<file path="config.mk">
export PLATFORM = sky130hd
export DESIGN_NAME = sdpc_pin_cmd
export DESIGN_NICKNAME = d
export VERILOG_FILES = /design/src/rtl/sdpc_pkg.sv /design/src/rtl/sdpc_burst_addr.sv /design/src/rtl/sdpc_cmd_dec.sv /design/src/rtl/sdpc_pin_cmd.sv
export SDC_FILE = /design/constraint.sdc
export NUM_CORES = 1
export LEC_CHECK = 0
export BUFFER_PORTS_ARGS = -buffer_cell sky130_fd_sc_hd__buf_2
export CORE_ASPECT_RATIO = 1.75
export CORE_MARGIN = 2
export CORE_UTILIZATION = 30
export DETAILED_ROUTE_END_ITERATION = 10
export HOLD_SLACK_MARGIN = 0.05
export PLACE_DENSITY = 0.52
export SLEW_MARGIN = 20
export SYNTH_ARGS = -nofsm -noshare
export SYNTH_HDL_FRONTEND = slang
export SYNTH_HIERARCHICAL = 1
export SYNTH_SLANG_ARGS = --single-unit
</file>
<file path="constraint.sdc">
create_clock -name pclk -period 10.05 [get_ports pclk]
set_input_delay 1.005 -clock pclk [delete_from_list [all_inputs] [get_ports pclk]]
set_output_delay 1.005 -clock pclk [all_outputs]
set_load 0.01 [all_outputs]
</file>
<file path="src/rtl/sdpc_pkg.sv">
// Constants and types shared by the synchronous DRAM pin command block.
// Assumes one clock (pclk); all pin inputs arrive synchronous to it.
// What this block does
// - All inputs except presetn are captured only at the rising clock edge.
// - Every running edge clocks the output registers and, during a burst, advances the burst counter.
// - Clock gate low with all banks idle enters precharge power-down or self refresh.
// - Clock gate low with any row open and no burst running enters active power-down.
// - Clock gate low during a burst freezes it until the gate returns high.
// - Power-down and self refresh ignore every pin input except the clock gate.
// - Decoder enable low accepts a command; high ignores every command.
// - With decoder enable high, running bursts continue and the byte mask still works.
// - Decoder enable and the three strobes together encode the command.
// - Byte mask high during a read floats the data outputs two clocks later.
// - Bank select picks the bank for activate, read, write and precharge.
// - Activate opens the row given on address lines 0 to 12.
// - Read or write takes the starting column from address lines 0 to 9.
// - Address line 10 with read or write requests auto precharge at burst end.
// - Precharge with address line 10 high closes all banks, else the selected bank.
// - The data bus is eight bits wide in this build.
// - An access opens a row first, then reads or writes a column.
// - Bursts cover a configured length in a configured order from the start column.
package sdpc_pkg;
  // ---------------------------------------------------------------
  // Widths
  // ---------------------------------------------------------------
  localparam int ADDR_W    = 13;
  localparam int BANK_W    = 2;
  localparam int BANKS     = 4;
  localparam int DATA_W    = 8;
  localparam int COL_W     = 10;
  localparam int MEM_IDX_W = 3;
  localparam int MEM_DEPTH = BANKS * (2 ** MEM_IDX_W);
  localparam int PADDR_W   = 8;
  localparam int PDATA_W   = 32;
  localparam int CFG_W     = BANK_W + ADDR_W;
  localparam int PRE_SCOPE_BIT = 10;

  // ---------------------------------------------------------------
  // Strobe codes {row, column, write}, all active low
  // ---------------------------------------------------------------
  localparam logic [2:0] STB_LOADCFG = 3'h0;
  localparam logic [2:0] STB_REFRESH = 3'h1;
  localparam logic [2:0] STB_PRECH   = 3'h2;
  localparam logic [2:0] STB_ACTIVE  = 3'h3;
  localparam logic [2:0] STB_WRITE   = 3'h4;
  localparam logic [2:0] STB_READ    = 3'h5;
  localparam logic [2:0] STB_TERM    = 3'h6;
  localparam logic [2:0] STB_NOP     = 3'h7;

  typedef enum logic [3:0] {
    SDPC_INHIBIT, SDPC_NOP, SDPC_ACTIVE, SDPC_READ, SDPC_WRITE,
    SDPC_TERM, SDPC_PRECH, SDPC_REFRESH, SDPC_LOADCFG
  } sdpc_cmd_t;

  typedef enum logic [2:0] {
    PWR_RUN, PWR_SUSPEND, PWR_PD_PRE, PWR_PD_ACT, PWR_SELF
  } sdpc_pwr_t;

  // ---------------------------------------------------------------
  // Burst length codes and configuration fields
  // ---------------------------------------------------------------
  localparam logic [2:0] BL_PAGE = 3'h7;
  localparam int CFG_BL_LSB    = 0;
  localparam int CFG_BL_W      = 3;
  localparam int CFG_ORDER_BIT = 3;
  localparam logic [CFG_W-1:0] CFG_RST = 15'h0000;

  // ---------------------------------------------------------------
  // Register map
  // ---------------------------------------------------------------
  localparam logic [PADDR_W-1:0] REG_CFG  = 8'h00;
  localparam logic [PADDR_W-1:0] REG_STAT = 8'h04;
  localparam int STAT_PWR_LSB  = 0;
  localparam int STAT_OPEN_LSB = 4;
  localparam int STAT_RD_BIT   = 8;
  localparam int STAT_WR_BIT   = 9;
endpackage

</file>
<file path="src/rtl/sdpc_burst_addr.sv">
// Burst column generator: column for beat cnt and a last-beat flag.
// Assumes cnt starts at zero and rises by one per running edge.
module sdpc_burst_addr
  import sdpc_pkg::*;
(
  // Burst description
  input  wire logic [COL_W-1:0]    start,
  input  wire logic [COL_W-1:0]    cnt,
  input  wire logic [CFG_BL_W-1:0] bl,
  input  wire logic                interleave,
  // Result
  output logic      [COL_W-1:0]    col,
  output logic                     last
);
  logic [COL_W-1:0] msk;

  // Wrap inside the aligned block; a full page wraps on the whole row and never ends
  always_comb begin
    msk  = (bl == BL_PAGE) ? '1 : COL_W'((1 << bl) - 1);
    last = (bl != BL_PAGE) && (cnt == msk);
    if (interleave && (bl != BL_PAGE)) begin
      col = (start & ~msk) | ((start ^ cnt) & msk);
    end else begin
      col = (start & ~msk) | (COL_W'(start + cnt) & msk);
    end
  end
endmodule // sdpc_burst_addr

</file>
<file path="src/rtl/sdpc_cmd_dec.sv">
// Command decoder: turns the decoder enable and three strobes into a command.
// Assumes the caller qualifies the result with its own power state.
module sdpc_cmd_dec
  import sdpc_pkg::*;
(
  // Strobes
  input  wire logic      cs_n,
  input  wire logic      ras_n,
  input  wire logic      cas_n,
  input  wire logic      we_n,
  // Decoded command
  output sdpc_cmd_t      cmd
);
  // Decoder enable high masks every strobe combination
  always_comb begin
    cmd = SDPC_INHIBIT;
    if (!cs_n) begin
      case ({ras_n, cas_n, we_n})
        STB_LOADCFG: cmd = SDPC_LOADCFG;
        STB_REFRESH: cmd = SDPC_REFRESH;
        STB_PRECH:   cmd = SDPC_PRECH;
        STB_ACTIVE:  cmd = SDPC_ACTIVE;
        STB_WRITE:   cmd = SDPC_WRITE;
        STB_READ:    cmd = SDPC_READ;
        STB_TERM:    cmd = SDPC_TERM;
        default:     cmd = SDPC_NOP;
      endcase
    end
  end
endmodule // sdpc_cmd_dec

</file>
<file path="src/rtl/sdpc_pin_cmd.sv">
// Device side of the DRAM pin command interface with a small flop array.
// Assumes one clock, pins synchronous to pclk, registers reached over APB.
//
// The APB interface to the registers and the register offsets were left to the implementer.
module sdpc_pin_cmd
  import sdpc_pkg::*;
(
  // Clock and reset
  input  wire logic               pclk,
  input  wire logic               presetn,
  // APB slave
  input  wire logic               psel,
  input  wire logic               penable,
  input  wire logic               pwrite,
  input  wire logic [PADDR_W-1:0] paddr,
  input  wire logic [PDATA_W-1:0] pwdata,
  output logic      [PDATA_W-1:0] prdata,
  output logic                    pready,
  output logic                    pslverr,
  // Command pins
  input  wire logic               cke,
  input  wire logic               cs_n,
  input  wire logic               ras_n,
  input  wire logic               cas_n,
  input  wire logic               we_n,
  input  wire logic               dqm,
  input  wire logic [BANK_W-1:0]  bank_select,
  input  wire logic [ADDR_W-1:0]  address_lines,
  // Data pins, split three ways
  input  wire logic [DATA_W-1:0]  data_lines_i,
  output logic      [DATA_W-1:0]  data_lines_o,
  output logic                    data_lines_oe_n
);
  // ---------------------------------------------------------------
  // State
  // ---------------------------------------------------------------
  typedef struct packed {
    sdpc_pwr_t                          pwr;
    logic [CFG_W-1:0]                   cfg;
    logic [BANKS-1:0]                   open;
    logic [BANKS-1:0][ADDR_W-1:0]       row;
    logic                               bact;
    logic                               bwr;
    logic                               bap;
    logic [BANK_W-1:0]                  bbank;
    logic [COL_W-1:0]                   bstart;
    logic [COL_W-1:0]                   bcnt;
    logic [MEM_DEPTH-1:0][DATA_W-1:0]   mem;
    logic                               rvalid;
    logic [DATA_W-1:0]                  rdata;
    logic                               dqm;
    logic [DATA_W-1:0]                  dout;
    logic                               doe_n;
    logic [PDATA_W-1:0]                 prdata;
    logic                               pready;
    logic                               pslverr;
  } sdpc_state_t;

  sdpc_state_t                    st_q;
  sdpc_state_t                    st_d;
  sdpc_cmd_t                      cmd;
  logic                           live;
  logic                           new_burst;
  logic                           go;
  logic [COL_W-1:0]               start_m;
  logic [COL_W-1:0]               cnt_m;
  logic [BANK_W-1:0]              bank_m;
  logic                           wr_m;
  logic                           ap_m;
  logic [COL_W-1:0]               col;
  logic                           last;
  logic [BANK_W+MEM_IDX_W-1:0]    idx;
  logic [PDATA_W-1:0]             stat;

  // ---------------------------------------------------------------
  // Decode and burst address
  // ---------------------------------------------------------------
  sdpc_cmd_dec sdpc_cmd_dec_inst (
    .cs_n  (cs_n),
    .ras_n (ras_n),
    .cas_n (cas_n),
    .we_n  (we_n),
    .cmd   (cmd)
  );

  // A new read or write replaces any burst in flight at the same edge
  assign live      = cke && ((st_q.pwr == PWR_RUN) || (st_q.pwr == PWR_SUSPEND));
  assign new_burst = (cmd == SDPC_READ) || (cmd == SDPC_WRITE);
  assign go        = new_burst || st_q.bact;
  assign start_m   = new_burst ? address_lines[COL_W-1:0] : st_q.bstart;
  assign cnt_m     = new_burst ? '0 : st_q.bcnt;
  assign bank_m    = new_burst ? bank_select : st_q.bbank;
  assign wr_m      = new_burst ? (cmd == SDPC_WRITE) : st_q.bwr;
  assign ap_m      = new_burst ? address_lines[PRE_SCOPE_BIT] : st_q.bap;
  assign idx       = {bank_m, col[MEM_IDX_W-1:0]};

  sdpc_burst_addr sdpc_burst_addr_inst (
    .start      (start_m),
    .cnt        (cnt_m),
    .bl         (st_q.cfg[CFG_BL_LSB +: CFG_BL_W]),
    .interleave (st_q.cfg[CFG_ORDER_BIT]),
    .col        (col),
    .last       (last)
  );

  // ---------------------------------------------------------------
  // Status word
  // ---------------------------------------------------------------
  always_comb begin
    stat = '0;
    stat[STAT_PWR_LSB +: $bits(sdpc_pwr_t)] = st_q.pwr;
    stat[STAT_OPEN_LSB +: BANKS]            = st_q.open;
    stat[STAT_RD_BIT]                       = st_q.bact && !st_q.bwr;
    stat[STAT_WR_BIT]                       = st_q.bact && st_q.bwr;
  end

  // ---------------------------------------------------------------
  // Next state
  // ---------------------------------------------------------------
  always_comb begin
    st_d = st_q;
    // APB: answer registered in setup, write lands at the access edge
    st_d.pready = psel && !penable;
    if (psel && !penable) begin
      st_d.pslverr = 1'b0;
      st_d.prdata  = '0;
      if (paddr == REG_CFG) begin
        st_d.prdata = PDATA_W'(st_q.cfg);
      end else if (paddr == REG_STAT) begin
        st_d.prdata = stat;
      end else begin
        st_d.pslverr = 1'b1;
      end
    end
    if (psel && penable && st_q.pready && pwrite && (paddr == REG_CFG)) begin
      st_d.cfg = pwdata[CFG_W-1:0];
    end

    case (st_q.pwr)
      PWR_RUN, PWR_SUSPEND: begin
        if (!cke) begin
          // Internal clock stops; what it stops into depends on bank state
          if (st_q.bact) begin
            st_d.pwr = PWR_SUSPEND;
          end else if (st_q.open == '0) begin
            st_d.pwr = (cmd == SDPC_REFRESH) ? PWR_SELF : PWR_PD_PRE;
          end else begin
            st_d.pwr = PWR_PD_ACT;
          end
          if (!st_q.bact) begin
            st_d.doe_n  = 1'b1;
            st_d.rvalid = 1'b0;
          end
        end else begin
          st_d.pwr = PWR_RUN;
          // Output registers: byte mask is one flop deep here, so two edges to the pins
          st_d.dqm    = dqm;
          st_d.dout   = st_q.rdata;
          st_d.doe_n  = !(st_q.rvalid && !st_q.dqm);
          st_d.rvalid = 1'b0;
          // Burst beat; runs regardless of the decoder enable
          if (go) begin
            if (wr_m) begin
              if (!dqm) begin
                st_d.mem[idx] = data_lines_i;
              end
            end else begin
              st_d.rvalid = 1'b1;
              st_d.rdata  = st_q.mem[idx];
            end
            st_d.bstart = start_m;
            st_d.bwr    = wr_m;
            st_d.bbank  = bank_m;
            st_d.bap    = ap_m;
            if (last) begin
              st_d.bact = 1'b0;
              st_d.bcnt = '0;
              if (ap_m) begin
                st_d.open[bank_m] = 1'b0;
              end
            end else begin
              st_d.bact = 1'b1;
              st_d.bcnt = COL_W'(cnt_m + 1'b1);
            end
          end
          // Commands; an inhibited decoder falls through to default
          case (cmd)
            SDPC_ACTIVE: begin
              st_d.open[bank_select] = 1'b1;
              st_d.row[bank_select]  = address_lines;
            end
            SDPC_PRECH: begin
              if (address_lines[PRE_SCOPE_BIT]) begin
                st_d.open = '0;
              end else begin
                st_d.open[bank_select] = 1'b0;
              end
              if (!st_d.open[st_d.bbank]) begin
                st_d.bact = 1'b0;
              end
            end
            SDPC_TERM: begin
              st_d.bact = 1'b0;
            end
            SDPC_LOADCFG: begin
              st_d.cfg = {bank_select, address_lines};
            end
            default: begin
            end
          endcase
        end
      end
      default: begin
        // Receivers off: only the clock gate is watched, exit beat is a no-op
        if (cke) begin
          st_d.pwr = PWR_RUN;
        end
      end
    endcase
  end

  // Register everything at the rising edge
  always_ff @(posedge pclk or negedge presetn) begin
    if (!presetn) begin
      st_q       <= '0;
      st_q.cfg   <= CFG_RST;
      st_q.doe_n <= 1'b1;
    end else begin
      st_q <= st_d;
    end
  end

  // ---------------------------------------------------------------
  // Outputs
  // ---------------------------------------------------------------
  assign prdata          = st_q.prdata;
  assign pready          = st_q.pready;
  assign pslverr         = st_q.pslverr;
  assign data_lines_o    = st_q.dout;
  assign data_lines_oe_n = st_q.doe_n;
endmodule // sdpc_pin_cmd

</file>
# --- Word-level counts from Yosys, hierarchy flattened ---
# Index checks and enable logic that the tools add are counted.
word_totals:
  register_bits: 408
  latch_bits: 0
  mem_bits_rw: 0
  rom_bits: 0
  in_bits: 74
  output_inout_bits: 43
  elab_cells: 193
  n_memories: 0
classes:
  n_addsub: 3
  n_mul: 0
  div_mod_pow: 0
  n_lt_le_gt_ge: 7
  eq_ne: 23
  shifts: 1
  muxes: 63
  bitwise_logic: 12
  n_reduce_logical: 31
op_table:
  columns: ["cell", "n"]
  rows:
  - ["two-way mux 290 bit", 3]
  - ["two-way mux 256 bit", 2]
  - ["two-way mux 371 bit", 1]
  - ["two-way mux 352 bit", 1]
  - ["bitwise mux 256 bit", 1]
  - ["bitwise mux 52 bit", 1]
  - ["two-way mux 52 bit", 1]
  - ["two-way mux 10 bit", 5]
  - ["two-way mux 15 bit", 3]
  - ["binary-select mux 8 bit (select 5 bit)", 1]
  - ["demux 8 bit (select 5 bit)", 1]
  - ["two-way mux 4 bit", 10]
  - ["one-hot mux 4 bit (7 select lines)", 1]
  - ["demux 13 bit (select 2 bit)", 1]
  - ["two-way mux 3 bit", 7]
  - ["two-way mux 17 bit", 1]
  - ["equality test 4 x 3 -> 1 bit (second input constant)", 4]
  - ["two-way mux 8 bit", 2]
  - ["inequality test 3 bit (second input constant)", 5]
  - ["logical AND 1 bit", 13]
  - ["two-way mux 1 bit", 13]
  - ["two-way mux 13 bit", 1]
  - ["equality test 3 bit (second input constant)", 4]
  - ["adder 10 x 1 -> 10 bit (second input constant)", 1]
  - ["other kinds (38)", 57]

# --- Longest topological paths before layout ---
# Gate-level depths: netlist of the first run.
logic_depth:
  ltp_word: 28
  ltp_mapped: 21
  depth_no_buf: 16

# --- Modules after synthesis ---
# The synthesis of the first run kept the hierarchy.
by_module_without_submodules:
  columns: ["module", "n_inst", "cells_per_inst", "area_per_inst_um2", "seq_area_each_um2"]
  rows:
  - ["sdpc_pin_cmd", 1, 1275, 16503.3, 8484.4]
  - ["sdpc_burst_addr", 1, 110, 711.9, 0.0]
  - ["sdpc_cmd_dec", 1, 9, 55.1, 0.0]

# --- Least setup slack after synthesis of the first run ---
# OpenSTA, ideal clock, no wires.
synth_timing:
  path_type: "input-to-reg"
  from: "input port ras_n"
  to: "register st_q[300] (netlist name)"
  setup_ns: 0.125
  arrival_time_ns: 5.569
  t_required_ns: 9.925
  path_slack_ns: 4.356
  stages: 19
  n_path_buf: 7
  cell_sequence: "nor4_1 > buf_2 > or4bb_1 > clkbuf_1 > nand2_1 > clkbuf_1 > nand2_1 > nand2_1 > ha_1 > fa_1 > mux2i_1 > o21ai_0 > buf_2 > buf_4 > clkbuf_1 > clkbuf_1 > nand3b_1 > nor2_2 > mux2_2"
synth_via:
  elab_chain_cells: 20
  word_cells_on_any_way: 39
  classes_between: "add/sub: 1; order compare: 2; eq/ne: 10; mux: 15; bitwise: 6; reduce/logical: 5"
synth_lines:
  columns: ["item", "line", "text"]
  rows:
  - ["start, declared", "sdpc_pin_cmd.sv:23", "input wire logic ras_n,"]
  - ["equality test 3 bit, or another cell as far along", "sdpc_cmd_dec.sv:18", "case ({ras_n, cas_n, we_n})"]
  - ["one-hot mux 4 bit (7 select lines) (*)", "sdpc_cmd_dec.sv:18", null]
  - ["two-way mux 4 bit (*)", "sdpc_cmd_dec.sv:17", "if (!cs_n) begin"]
  - ["equality test 4 x 2 -> 1 bit / equality test 4 x 3 -> 1 bit (equally long branches)", "sdpc_pin_cmd.sv:88", "assign new_burst = (cmd == SDPC_READ) || (cmd == SDPC_WRITE);"]
  - ["logical OR 1 bit (*)", "sdpc_pin_cmd.sv:88", null]
  - ["two-way mux 10 bit (*)", "sdpc_pin_cmd.sv:90", "assign start_m = new_burst ? address_lines[COL_W-1:0] : st_q.bstart;"]
  - ["net start_m[0]", "sdpc_pin_cmd.sv:65", "logic [COL_W-1:0] start_m;"]
  - ["adder 3 bit (*)", "sdpc_burst_addr.sv:24", "col = (start & ~msk) | (COL_W'(start + cnt) & msk);"]
  - ["(+3 left out)", null, null]
  - ["net col[1]", "sdpc_pin_cmd.sv:70", "logic [COL_W-1:0] col;"]
  - ["(+2 left out)", null, null]
  - ["two-way mux 8 bit (not written as such)", "sdpc_pin_cmd.sv:165", "st_d.mem[idx] = data_lines_i;"]
  - ["demux 8 bit (select 5 bit) (*)", "sdpc_pin_cmd.sv:165", null]
  - ["bitwise mux 256 bit (*)", "sdpc_pin_cmd.sv:165", null]
  - ["two-way mux 256 bit (*)", "sdpc_pin_cmd.sv:164", "if (!dqm) begin"]
  - ["two-way mux 256 bit (*)", "sdpc_pin_cmd.sv:163", "if (wr_m) begin"]
  - ["two-way mux 290 bit (*)", "sdpc_pin_cmd.sv:162", "if (go) begin"]
  - ["two-way mux 290 bit (*)", "sdpc_pin_cmd.sv:141", "if (!cke) begin"]
  - ["two-way mux 290 bit (*)", "sdpc_pin_cmd.sv:139", "case (st_q.pwr)"]
  - ["end signal, assigned", "sdpc_pin_cmd.sv:229", "st_q <= st_d;"]
  - ["end, declared", "sdpc_pin_cmd.sv:59", "sdpc_state_t st_q;"]
# Mark *: on every way through the listed nets, which the timed path passes. The rest lies on a longest branch. The select of a mux whose other input is x is not followed.
# A chain may end at the register's enable or synchronous reset.

# --- Worst setup path after layout of the first run ---
layout_timing:
  from: "input port ras_n"
  to: "register st_q[50] (netlist name)"
layout_via:
  elab_chain_cells: 16
  word_cells_on_any_way: 34
  classes_between: "add/sub: 1; eq/ne: 10; mux: 13; bitwise: 6; reduce/logical: 4"
layout_lines:
  columns: ["item", "line", "text"]
  rows:
  - ["equality test 3 bit, or another cell as far along", "sdpc_cmd_dec.sv:18", null]
  - ["one-hot mux 4 bit (7 select lines) (*)", "sdpc_cmd_dec.sv:18", null]
  - ["two-way mux 4 bit (*)", "sdpc_cmd_dec.sv:17", null]
  - ["net cmd[2]", "sdpc_pin_cmd.sv:61", "sdpc_cmd_t cmd;"]
  - ["equality test 4 x 2 -> 1 bit / equality test 4 x 3 -> 1 bit (equally long branches)", "sdpc_pin_cmd.sv:88", null]
  - ["logical OR 1 bit (*)", "sdpc_pin_cmd.sv:88", null]
  - ["two-way mux 10 bit (*)", "sdpc_pin_cmd.sv:90", null]
  - ["net start_m[0]", "sdpc_pin_cmd.sv:65", null]
  - ["(+3 left out)", null, null]
  - ["two-way mux 3 bit (*)", "sdpc_burst_addr.sv:21", "if (interleave && (bl != BL_PAGE)) begin"]
  - ["net col[0]", "sdpc_pin_cmd.sv:70", null]
  - ["binary-select mux 8 bit (select 5 bit) (*)", "sdpc_pin_cmd.sv:169", "st_d.rdata = st_q.mem[idx];"]
  - ["two-way mux 8 bit (not written as such) (*)", "sdpc_pin_cmd.sv:169", null]
  - ["two-way mux 9 bit (*)", "sdpc_pin_cmd.sv:163", null]
  - ["two-way mux 290 bit (*)", "sdpc_pin_cmd.sv:162", null]
  - ["two-way mux 290 bit (*)", "sdpc_pin_cmd.sv:141", null]
  - ["two-way mux 290 bit (*)", "sdpc_pin_cmd.sv:139", null]
# Marks and branches as above.

==> impl_summary.md, run 1 <==
Critical path
The buffer and inverter count on the worst path is 2. The worst setup path is captured at a register. Along the worst path, the maximum fanout reaches 33. The worst setup path is launched from a primary input. The signal on the critical path passes through buf_2 > o21a_1 > nor3_1 > or4b_1 > nand2_1 > nand2_1 > nand2_1 > ha_1 > mux2_4 > buf_4 > mux4_2 > o41ai_1 > o31ai_1. In this run the critical register-to-register path is launched from st_q[391]. In this design, the critical path's most frequently occurring cell is sky130_fd_sc_hd__nand2_1. The data arrival time of the critical path is 6.46 ns.

The highest cell delay on the worst timing path is 0.81 ns. The critical path data required time is 10.47 ns. The cell family contributing the most delay on the critical path is simple AND/OR/NAND/NOR gates. The highest-delay cell along the critical path is sky130_fd_sc_hd__o41ai_1. Tracing the worst setup path back leads to its startpoint at ras_n.

By startpoint and endpoint, the worst setup path is classified as primary input to register.

Clock network
The CTS root buffer is sky130_fd_sc_hd__clkbuf_16. Once the clock tree was built, the resizer swapped 0 gates to a different size. The post-CTS setup buffer count is 0. The H-tree depth is 1.

The latest clock arrival within the worst-skew pair is 0.57 ns. No sink is reached through more buffers than the 3 on the longest clock path. After clock tree synthesis, the clock-pin slew on the worst setup and hold paths is 0.06 ns. The number of clock buffers added by TritonCTS is 31. The clock net in this run drives a total of 332 sinks. TritonCTS built the clock tree.

The quantity of hold-fixing buffers added after cts is 0.

Outcome
The run finished with clean final reports.

Drt
The detail route stage leaves a number of antenna-violating nets equal to 0. The via density per instance is 5.149. The count of TritonRoute iterations in the first routing pass is 5. In the final routed layout, each cell accounts on average for 21.34 um. The via count is 10360.

The first routing iteration left 538 violations. The routed wire length is 42930 um. After detailed routing, the number of remaining DRC violations is 0.

STA
The final setup violation count is 0. The max-slew violation total from the final report is 0. For the finished layout, the period the worst path requires is 6.041 ns.

The final critical path takes up 60.11% of the cycle. Headroom to the max-slew limit came out at 34.01%. Setup repair after global routing left no endpoint under its margin. The worst-case clock skew is 0.01292 ns. The maximum clock frequency is 0.1655 GHz. The transition at the pin with the smallest max-transition slack is 0.9770 ns.

The number of hold violations in the final report is 0. The total negative slack is 0 ns.

Layout
The number of antenna diodes in the final layout is 0. The number of nets in the final layout is 1379. The share of the core filled with cells is 33.72%.

Of the cells placed in the final design, the portion with a size suffix greater than 1 is 39.03%. Compared with the post-synthesis result, the final layout area differs by 11.04%.

Run
The tool flagged a number of max-cap violations equal to 0.

Placement
The number of I/O port buffers is 82. Once detailed placement completed, the half-perimeter wirelength came to 29780 um. At the end of routability-driven placement, the weighted congestion stood at 0.7969.

Worst hold path
The min-delay analysis places its worst path in the category primary input to async pin.

Yosys
The synthesized area is 0.01648 mm2. The count of warnings emitted by yosys is 6. The number of standard cells after synthesis is 1287. In this run the mean area of a mapped cell was 12.81 um2.

Die
117 I/O pins were placed. The area of the core is 0.05429 mm2. The starting density of the core is 30.36%. The die is 314.1 um tall. The die covers 0.05691 mm2. The floorplan step set the die width to 181.2 um. The floorplan has 113 rows.

Global route
The overall global routing resource usage is 15.19%. The number of antenna violations at the first check in global routing is 3. After global routing the overflow that remains totals 0. The first global-routing pass estimated 66940 um of wire. The via count of the first global-routing pass came to 10950.

Entering global routing, the biggest net connects 202 pins.

Power and ir drop
The leakage dissipation is 0.008462 uW. For this design the ratio of total power to cell area is 259.8 mW/mm2. IR analysis of the VDD net gives a maximum drop of 0.1209 mV.
final timing paths:
kind,cells past startpoint,to,slack (ns)
worst max-delay path,13,st_q[50],4.01
max in group asynchronous,4,st_q[235],7.79
worst max register to register,6,st_q[50],6.00
worst min-delay path,1,st_q[172],0.35
worst min register to register,1,data_lines_oe_n,0.43
min in group pclk,1,data_lines_oe_n,0.43
report_power, final:
part	leakage (uW)	switching [uW]	total, uW	internal (uW)
clock	0.000491	520	1160	643
combinational	0.00348	917	1690	769
sequential	0.00449	209	1910	1700
total	0.00846	1650	4760	3110
sequential cells by signal, summed over array words and instances, names as in the netlist:
name,flops
st_q,306
data_lines_oe_n,1
pready,1
data_lines_o,8
prdata,15
pslverr,1
final cells by class:
type,instances,area [um2]
inverters,8,30.03
fillers,5446,35990
repair buffers,100,608.1
clock buffers,45,898.4
multi-input cells,827,7513
flip-flops and latches,332,8309
well taps,690,863.3
clock inverters,10,82.58
placed cells by master (no fill, tap or decap), types with 8 or more instances in the layout:
cell type	instances
sky130_fd_sc_hd__buf_4	15
sky130_fd_sc_hd__mux4_2	65
sky130_fd_sc_hd__and3_1	12
sky130_fd_sc_hd__a21oi_1	23
sky130_fd_sc_hd__nor4_1	8
sky130_fd_sc_hd__nor2_2	11
sky130_fd_sc_hd__nor3_1	20
sky130_fd_sc_hd__o31ai_1	8
sky130_fd_sc_hd__mux2_2	253
sky130_fd_sc_hd__buf_2	81
sky130_fd_sc_hd__nand3_1	23
sky130_fd_sc_hd__clkbuf_16	31
sky130_fd_sc_hd__inv_1	8
sky130_fd_sc_hd__nand2b_1	11
sky130_fd_sc_hd__nand2_1	116
sky130_fd_sc_hd__conb_1	17
sky130_fd_sc_hd__a221oi_1	8
sky130_fd_sc_hd__or4_1	9
sky130_fd_sc_hd__dfrtp_1	331
sky130_fd_sc_hd__nor2_1	47
sky130_fd_sc_hd__mux2i_1	27
sky130_fd_sc_hd__mux2_4	9
sky130_fd_sc_hd__o21ai_0	45
through the flow:
stage	total power [uW]	cells	worst slack, ns	cell area (um2)	hold WS, ns
detailed placement	3645	1955	3.379	17270	0.4284
floorplan	3130	1303	4.505	16540	0.4057
CTS	4827	2010	3.974	18250	0.4383
global placement	3598	1955	3.386	17270	0.4179
global route	5034	2012	3.614	18310	0.3825
finish	4756	2012	4.009	18310	0.3545
layer usage:
metal / track usage, % / routed length (um)
met5: 0 / 41
met4: 7.428 / 2052
met3: 1.990 / 1429
met2: 29.32 / 23620
met1: 16.06 / 15780
Note: power is estimated with default switching activity, not from simulation.
==> inputs of run 2 (changes only) <==
ABC_AREA = 1   (was default)
clock period = 6.3 ns   (was 10.05 ns; I/O delays follow)
==> impl_summary.md, run 2 <==
Drt
The antenna violation net count after detailed routing is 0. The remaining routing DRC violations is 0. In this run, the number of DRC markers left after iteration 0 of detailed routing was 945. In the routed layout, each cell is associated on average with a via count of 4.921. The count of TritonRoute iterations in the first routing pass is 5.

The routed length per placed instance is 17.74 um. The routed wire length is 45810 um. The via count is 12710.

Power and ir drop
VDD sags by at most 0.3066 mV. The power per unit of standard cell area is 501.7 mW/mm2. After layout, the design draws a total of 9105 uW. The leakage dissipation is 0.008834 uW.

Clock network
The CTS root buffer is sky130_fd_sc_hd__clkbuf_16. In this run, CTS created clock tree buffers numbering 34. The H-tree depth is 2. TritonCTS built the clock tree. The quantity of hold-fixing buffers added after cts is 0. The CTS clock-pin slew for the worst setup and hold paths is 0.06 ns. The number of sinks driven by the clock tree is 332.

The number of cells upsized or downsized after cts is 0. The maximum count of clock buffers along a single path is 3. The post-CTS setup buffer count is 0. For the worst-skew pair, the clock arrives at the later sink with an insertion delay of 0.53 ns.

STA
The final setup violation count is 0. Counting I/O delays and the setup requirement, the final critical path takes 4.681 ns. The number of hold violations in the final report is 0. The worst-case clock skew is 0.01963 ns. The hold slack is 0.1396 ns. Summed over all failing endpoints, the final setup total negative slack is 0 ns. The maximum clock frequency is 0.2136 GHz. The part of the cycle the worst path needs is 74.30%. Headroom to the max-slew limit came out at 44.74%.

The transition at the pin with the smallest max-transition slack is 0.8289 ns. The max-slew violation total from the final report came to 0. Setup repair after global routing left no endpoint under its margin.

Layout
The post-layout instance count excluding filler cells is 2582. The final antenna diode count is 0. Leaving out fill and tap cells, the most frequent cell in the layout is sky130_fd_sc_hd__nand2_1. The register with the most flip-flops in the layout has 306 of them. The number of nets in the final layout is 1948. The share of the core filled with cells is 33.61%. The share of layout cells above drive strength 1 is 17.49%. The area growth from synthesis to layout is 11.52%. The register with the most flip-flops is st_q. Leaving out fill and tap cells, the most frequent cells in the layout are 530 x sky130_fd_sc_hd__nand2_1, 331 x sky130_fd_sc_hd__dfrtp_1, 217 x sky130_fd_sc_hd__o21ai_1.

Global route
Entering global routing, the biggest net connects 188 pins. The via count of the first global-routing pass is 12910. The total overflow reported by the global router is 0. For met2 alone, demand over resource in global routing was 30.65%. Across every metal layer, demand over resource in global routing totals 16.52%. The number of antenna violations at the first check in global routing came to 0. The peak-usage layer in the global routing report is met2. Global routing consumed, on the met1 layer, 19.14% of the routing resources. The first global-routing pass estimated 73690 um of wire. Global routing consumed, on the met3 layer, 2.016% of the routing resources.

Die
Pin placement for this block handled 117 I/O pins. The overall die area is 0.05620 mm2. The starting density of the core is 30.13%. The area of the core is 0.05401 mm2. Measured along the x axis, the die boundary spans 180.1 um. The number of standard-cell rows in the floorplan is 113.

The vertical die dimension is 312.1 um.

Yosys
Synthesis produced a netlist whose cell count is 1847. The count of warnings emitted by yosys is 6. In this run the mean area of a mapped cell was 8.812 um2. Summing every instance area after synthesis gives 0.01628 mm2.

Worst hold path
In this run the worst hold path is classified as primary input to async pin.

Critical path
The type of destination of the critical path is a register. The register-to-register setup slack is 2.36 ns. The data arrival time of the critical path is 5.08 ns.

STA puts the critical path data required time at 6.69 ns. The logic depth of the worst register-to-register path is 15. Of all nets on the critical path, the largest fanout is 20. The category of the worst setup path launch point is a primary input. In this run the critical register-to-register path is launched from st_q[309].

The critical path start-end classification is primary input to register. The endpoint identified for the worst register-to-register timing path is st_q[62].

Run
The max-capacitance violation count is 0.

Placement
In this run the tool buffered the top-level ports with 82 buffer cells. The cell total after placement is 2522. The global placement routability congestion is 0.8469.

After legalization and detailed placement, the total HPWL measured 30890 um.

Outcome
The run finished with clean final reports.
[run 2: layout make-up]
cell class | instances | area (um2)
tap | 690 | 863.3
clock buffer | 49 | 1041
inverter | 76 | 285.3
timing repair buffer | 115 | 750.7
sequential | 332 | 8309
clock inverter | 10 | 131.4
multi-input combinational | 1310 | 6769
fill | 5640 | 35860
[run 2: critical path, cell delays in order]
cell,delay [ns]
sky130_fd_sc_hd__buf_2,0.13
sky130_fd_sc_hd__nor2_2,0.16
sky130_fd_sc_hd__nand2_2,0.08
sky130_fd_sc_hd__nor2_2,0.18
sky130_fd_sc_hd__nor2_1,0.08
sky130_fd_sc_hd__nand2_2,0.15
sky130_fd_sc_hd__nand2_2,0.19
sky130_fd_sc_hd__nor2_1,0.48
sky130_fd_sc_hd__ha_1,0.27
sky130_fd_sc_hd__fa_1,0.41
sky130_fd_sc_hd__a21oi_1,0.13
sky130_fd_sc_hd__o31ai_1,0.10
sky130_fd_sc_hd__buf_4,0.17
sky130_fd_sc_hd__nor2_2,0.53
sky130_fd_sc_hd__inv_2,0.12
sky130_fd_sc_hd__buf_4,0.26
sky130_fd_sc_hd__buf_4,0.22
sky130_fd_sc_hd__nor2_8,0.34
sky130_fd_sc_hd__nand2_4,0.23
sky130_fd_sc_hd__nand2_1,0.13
sky130_fd_sc_hd__o21ai_2,0.05
[run 2: worst max path at each step]
stage / startpoint / end / slack, ns / cells after the start
5_1_grt: cas_n / st_q[257] / 1.29 / 21
3_5_place_dp: cas_n / st_q[160] / 1.10 / 21
3_3_place_gp: cas_n / st_q[159] / 1.14 / 21
2_1_floorplan: cas_n / st_q[50] / 1.93 / 24
6_report: cas_n / st_q[62] / 1.62 / 21
4_1_cts: cas_n / st_q[62] / 1.64 / 21
[run 2: power by group]
| group | total, uW | switching, uW | internal, uW |
|---|---|---|---|
| clock network | 2130 | 854 | 1270 |
| registers | 3000 | 324 | 2680 |
| logic | 3970 | 2530 | 1440 |
[run 2: metal layers]
layer  share of wire (%)  routed length (um)
met4                 3.9                1774
met5                   0                   0
met2                  53               24060
met1                  40               18270
met3                 3.7                1716
[run 2: metrics by stage]
| step | instance area (um2) | setup WS, ns |
|---|---|---|
| CTS | 18120 | 1.638 |
| global placement | 16950 | 1.136 |
| global route | 18150 | 1.294 |
| detailed placement | 16950 | 1.097 |
| finish | 18150 | 1.619 |
| floorplan | 16340 | 1.930 |
==> inputs of run 3 (changes only) <==
ABC_AREA = 0   (was 1)
PLACE_DENSITY = 0.54   (was 0.52)
clock period = 4 ns   (was 6.3 ns; I/O delays follow)
==> impl_summary.md, run 3 (synthesis gave the netlist of run 1 again) <==
Critical path
For this run, the slowest stage of the critical path takes 0.60 ns. The register-to-register setup slack is 0.73 ns. The buffer and inverter count on the worst path is 3. The startpoint identified for the worst register-to-register timing path is st_q[392]. The critical path goes through buf_2 > nand2b_1 > a21oi_2 > or4bb_4 > and3_4 > ha_4 > fa_1 > mux2i_1 > o21ai_4 > buf_4 > mux4_2 > nor2_1 > mux2i_1 > buf_4 > o211ai_1 > o41ai_1. The critical path start-end classification is primary input to register. The timing startpoint of the critical path is cas_n. The kind of cell adding the most delay to the critical path is simple AND/OR/NAND/NOR gates. The highest-delay cell along the critical path is sky130_fd_sc_hd__or4bb_4. STA puts the critical path data arrival time at 4.24 ns. For the worst setup path, the data required time is 4.45 ns.

Along the worst path, the maximum fanout reaches 13. STA classifies the critical path endpoint as a register. The worst setup path is launched from a primary input.

Clock network
In this run the clock root is driven by a sky130_fd_sc_hd__clkbuf_16. The latest clock arrival within the worst-skew pair is 0.58 ns. Clock-pin slew was measured on the worst setup and hold paths at 0.07 ns. TritonCTS built the clock tree. After clock tree synthesis, the setup repair step added 0 buffers. The maximum count of clock buffers along a single path is 3. The H-tree depth is 1. Clock tree synthesis inserted a total of 30 buffers. Counting every sink on the clock net gives 332.

Drt
Wires add up to 45530 um. The antenna violation net count after detailed routing is 0. The routed length per placed instance is 21.37 um. The routed layout has 10800 vias. Dividing the detail-routed via count by the number of cells gives 5.071. The remaining routing DRC violations is 0. The pre-antenna-repair detailed-routing pass consisted of 4 iterations. The first routing iteration left 533 violations.

Worst hold path
The worst hold path belongs to the class primary input to register. The startpoint identified for the worst hold timing path is address_lines[0].

Layout
The most frequent standard cell in the layout excluding fill and tap cells is sky130_fd_sc_hd__dfrtp_1. The top cell types in the final layout, fill and taps aside, are 331 x sky130_fd_sc_hd__dfrtp_1, 220 x sky130_fd_sc_hd__mux2_2, 102 x sky130_fd_sc_hd__nand2_1. The flip-flop and latch area is 0.008309 mm2. At the end of the flow, the number of nets in the layout was 1495. Compared with the post-synthesis result, the final layout area differs by 21.86%.

The count of cells in the finished layout, fillers not included, comes to 2130. The filler cell count is 5220. The flip-flop count of the largest register after layout is 306. The multi-input logic area is 0.007908 mm2. More flip-flops sit in one register than any other, and that register is st_q. The repair_antennas step left the layout with diodes totalling 0. The post-route netlist has 45.14% of its cells at a drive strength greater than 1.

STA
Setup repair after global routing left no endpoint under its margin. The max-slew violation total from the final report is 0. Static timing analysis puts the maximum clock frequency at 0.2640 GHz. In the post-route analysis, the smallest setup slack over all paths is 0.2127 ns. The worst pin sits at a relative slew slack of 46.58%. For the pin with the worst max-slew slack, the measured transition is 0.8013 ns. The shortest clock period the worst path allows after layout is 3.787 ns. The worst-case clock skew is 0.01623 ns.

Hold timing on the final database bottoms out at a slack of 0.08270 ns. The final setup violation count is 0. The final critical path takes up 94.68% of the cycle. The number of hold violations in the final report is 0.

Power and ir drop
Dividing total power by cell area gives a power density of 667.7 mW/mm2. Summed over all cells, the static leakage comes to 0.009279 uW. The sum of internal, switching and leakage power is 13410 uW. The maximum VDD drop is 0.3116 mV.

Die
The die covers 0.05691 mm2. For this configuration, the core starts out at a cell density of 30.36%. Measured along the x axis, the die boundary spans 181.2 um. The total area inside the core boundary comes to 0.05429 mm2. The number of standard-cell rows in the floorplan is 113. The I/O pin count is 117. The floorplan step set the die height to 314.1 um.

Placement
The HPWL after detailed placement is 33050 um. OpenSTA, run right after detailed placement, puts the worst setup slack at -0.3852 ns. During placement, the flow inserted port buffers numbering 82. In this run, placement finished with an instance count of 2063. The global placement routability congestion is 0.8501.

Global route
The via count of the first global-routing pass came to 11730. Entering global routing, the biggest net connects 120 pins. The number of antenna violations at the first check in global routing is 2. The wire length of the first global-routing pass is 70970 um. The overall global routing resource usage is 16.15%. The total overflow reported by the global router is 0.

Outcome
The run finished with clean final reports.

Run
The max-capacitance violation count is 0.
run 3: cell types whose count changed in the layout (fill, tap and decap cells not counted), sizes merged, moves of 65 or more:
| cell | previous run | this run |
|---|---|---|
| buf | 115 | 206 |
| mux4 | 0 | 65 |
| o21ai | 309 | 49 |
| inv | 73 | 8 |
| mux2 | 0 | 262 |
| nand2 | 580 | 117 |
run 3: cell type report:
| type | instances | share of cell area [%] |
|---|---|---|
| clock inverters | 15 | 1.395 |
| well taps | 690 | 4.298 |
| clock buffers | 41 | 4.348 |
| flip-flops and latches | 332 | 41.36 |
| repair buffers | 217 | 9.081 |
| inverters | 8 | 0.1495 |
| multi-input cells | 827 | 39.36 |
run 3: where the power goes:
| part | internal, uW | leakage (uW) | switching [uW] | total, uW |
|---|---|---|---|---|
| Clock | 2040 | 0.000563 | 1330 | 3370 |
| Combinational | 2670 | 0.00423 | 2550 | 5210 |
| Sequential | 4270 | 0.00449 | 562 | 4830 |
run 3: worst paths after layout:
path,endpoint,depth (start not counted)
worst min register to register,data_lines_oe_n,1
min in group asynchronous,st_q[174],2
max in group asynchronous,st_q[146],3
worst max register to register,st_q[44],10
worst min-delay path,st_q[390],3
worst max-delay path,st_q[44],16
run 3: what timing repair did:
| item | 4_1_cts | 5_1_grt |
|---|---|---|
| resized for setup | 0 | 1 |
| setup endpoints to repair | 0 | 1 |
| endpoints found under the hold margin | 81 | 0 |
| hold buffers | 11 | 0 |
run 3: through the flow:
stage                     util (%)  cell area (um2)  setup TNS (ns)
final                        37.00            20090               0
after global routing         37.00            20090               0
after CTS                    36.99            20080               0
after detailed placement     34.66            18820          -15.88
after global placement       34.66            18820          -11.79
after floorplan                  -            17030          -32.22
run 3: per-layer routing:
layer  vias up  share of wire, %  wire [um]  global-route usage [%]
li1       4888                 -          -                       -
met1      5574                36      16320                   16.80
met2       240                56      25700                   32.31
met3        96               3.2       1439                   1.689
met4         4               4.5       2035                   6.874
met5         -             0.059         27                       0
run 3: worst min-delay path, cell delays in order:
cell and delay (ns):
sky130_fd_sc_hd__buf_2 0.10, sky130_fd_sc_hd__nand2_1 0.04, sky130_fd_sc_hd__o21ai_0 0.07
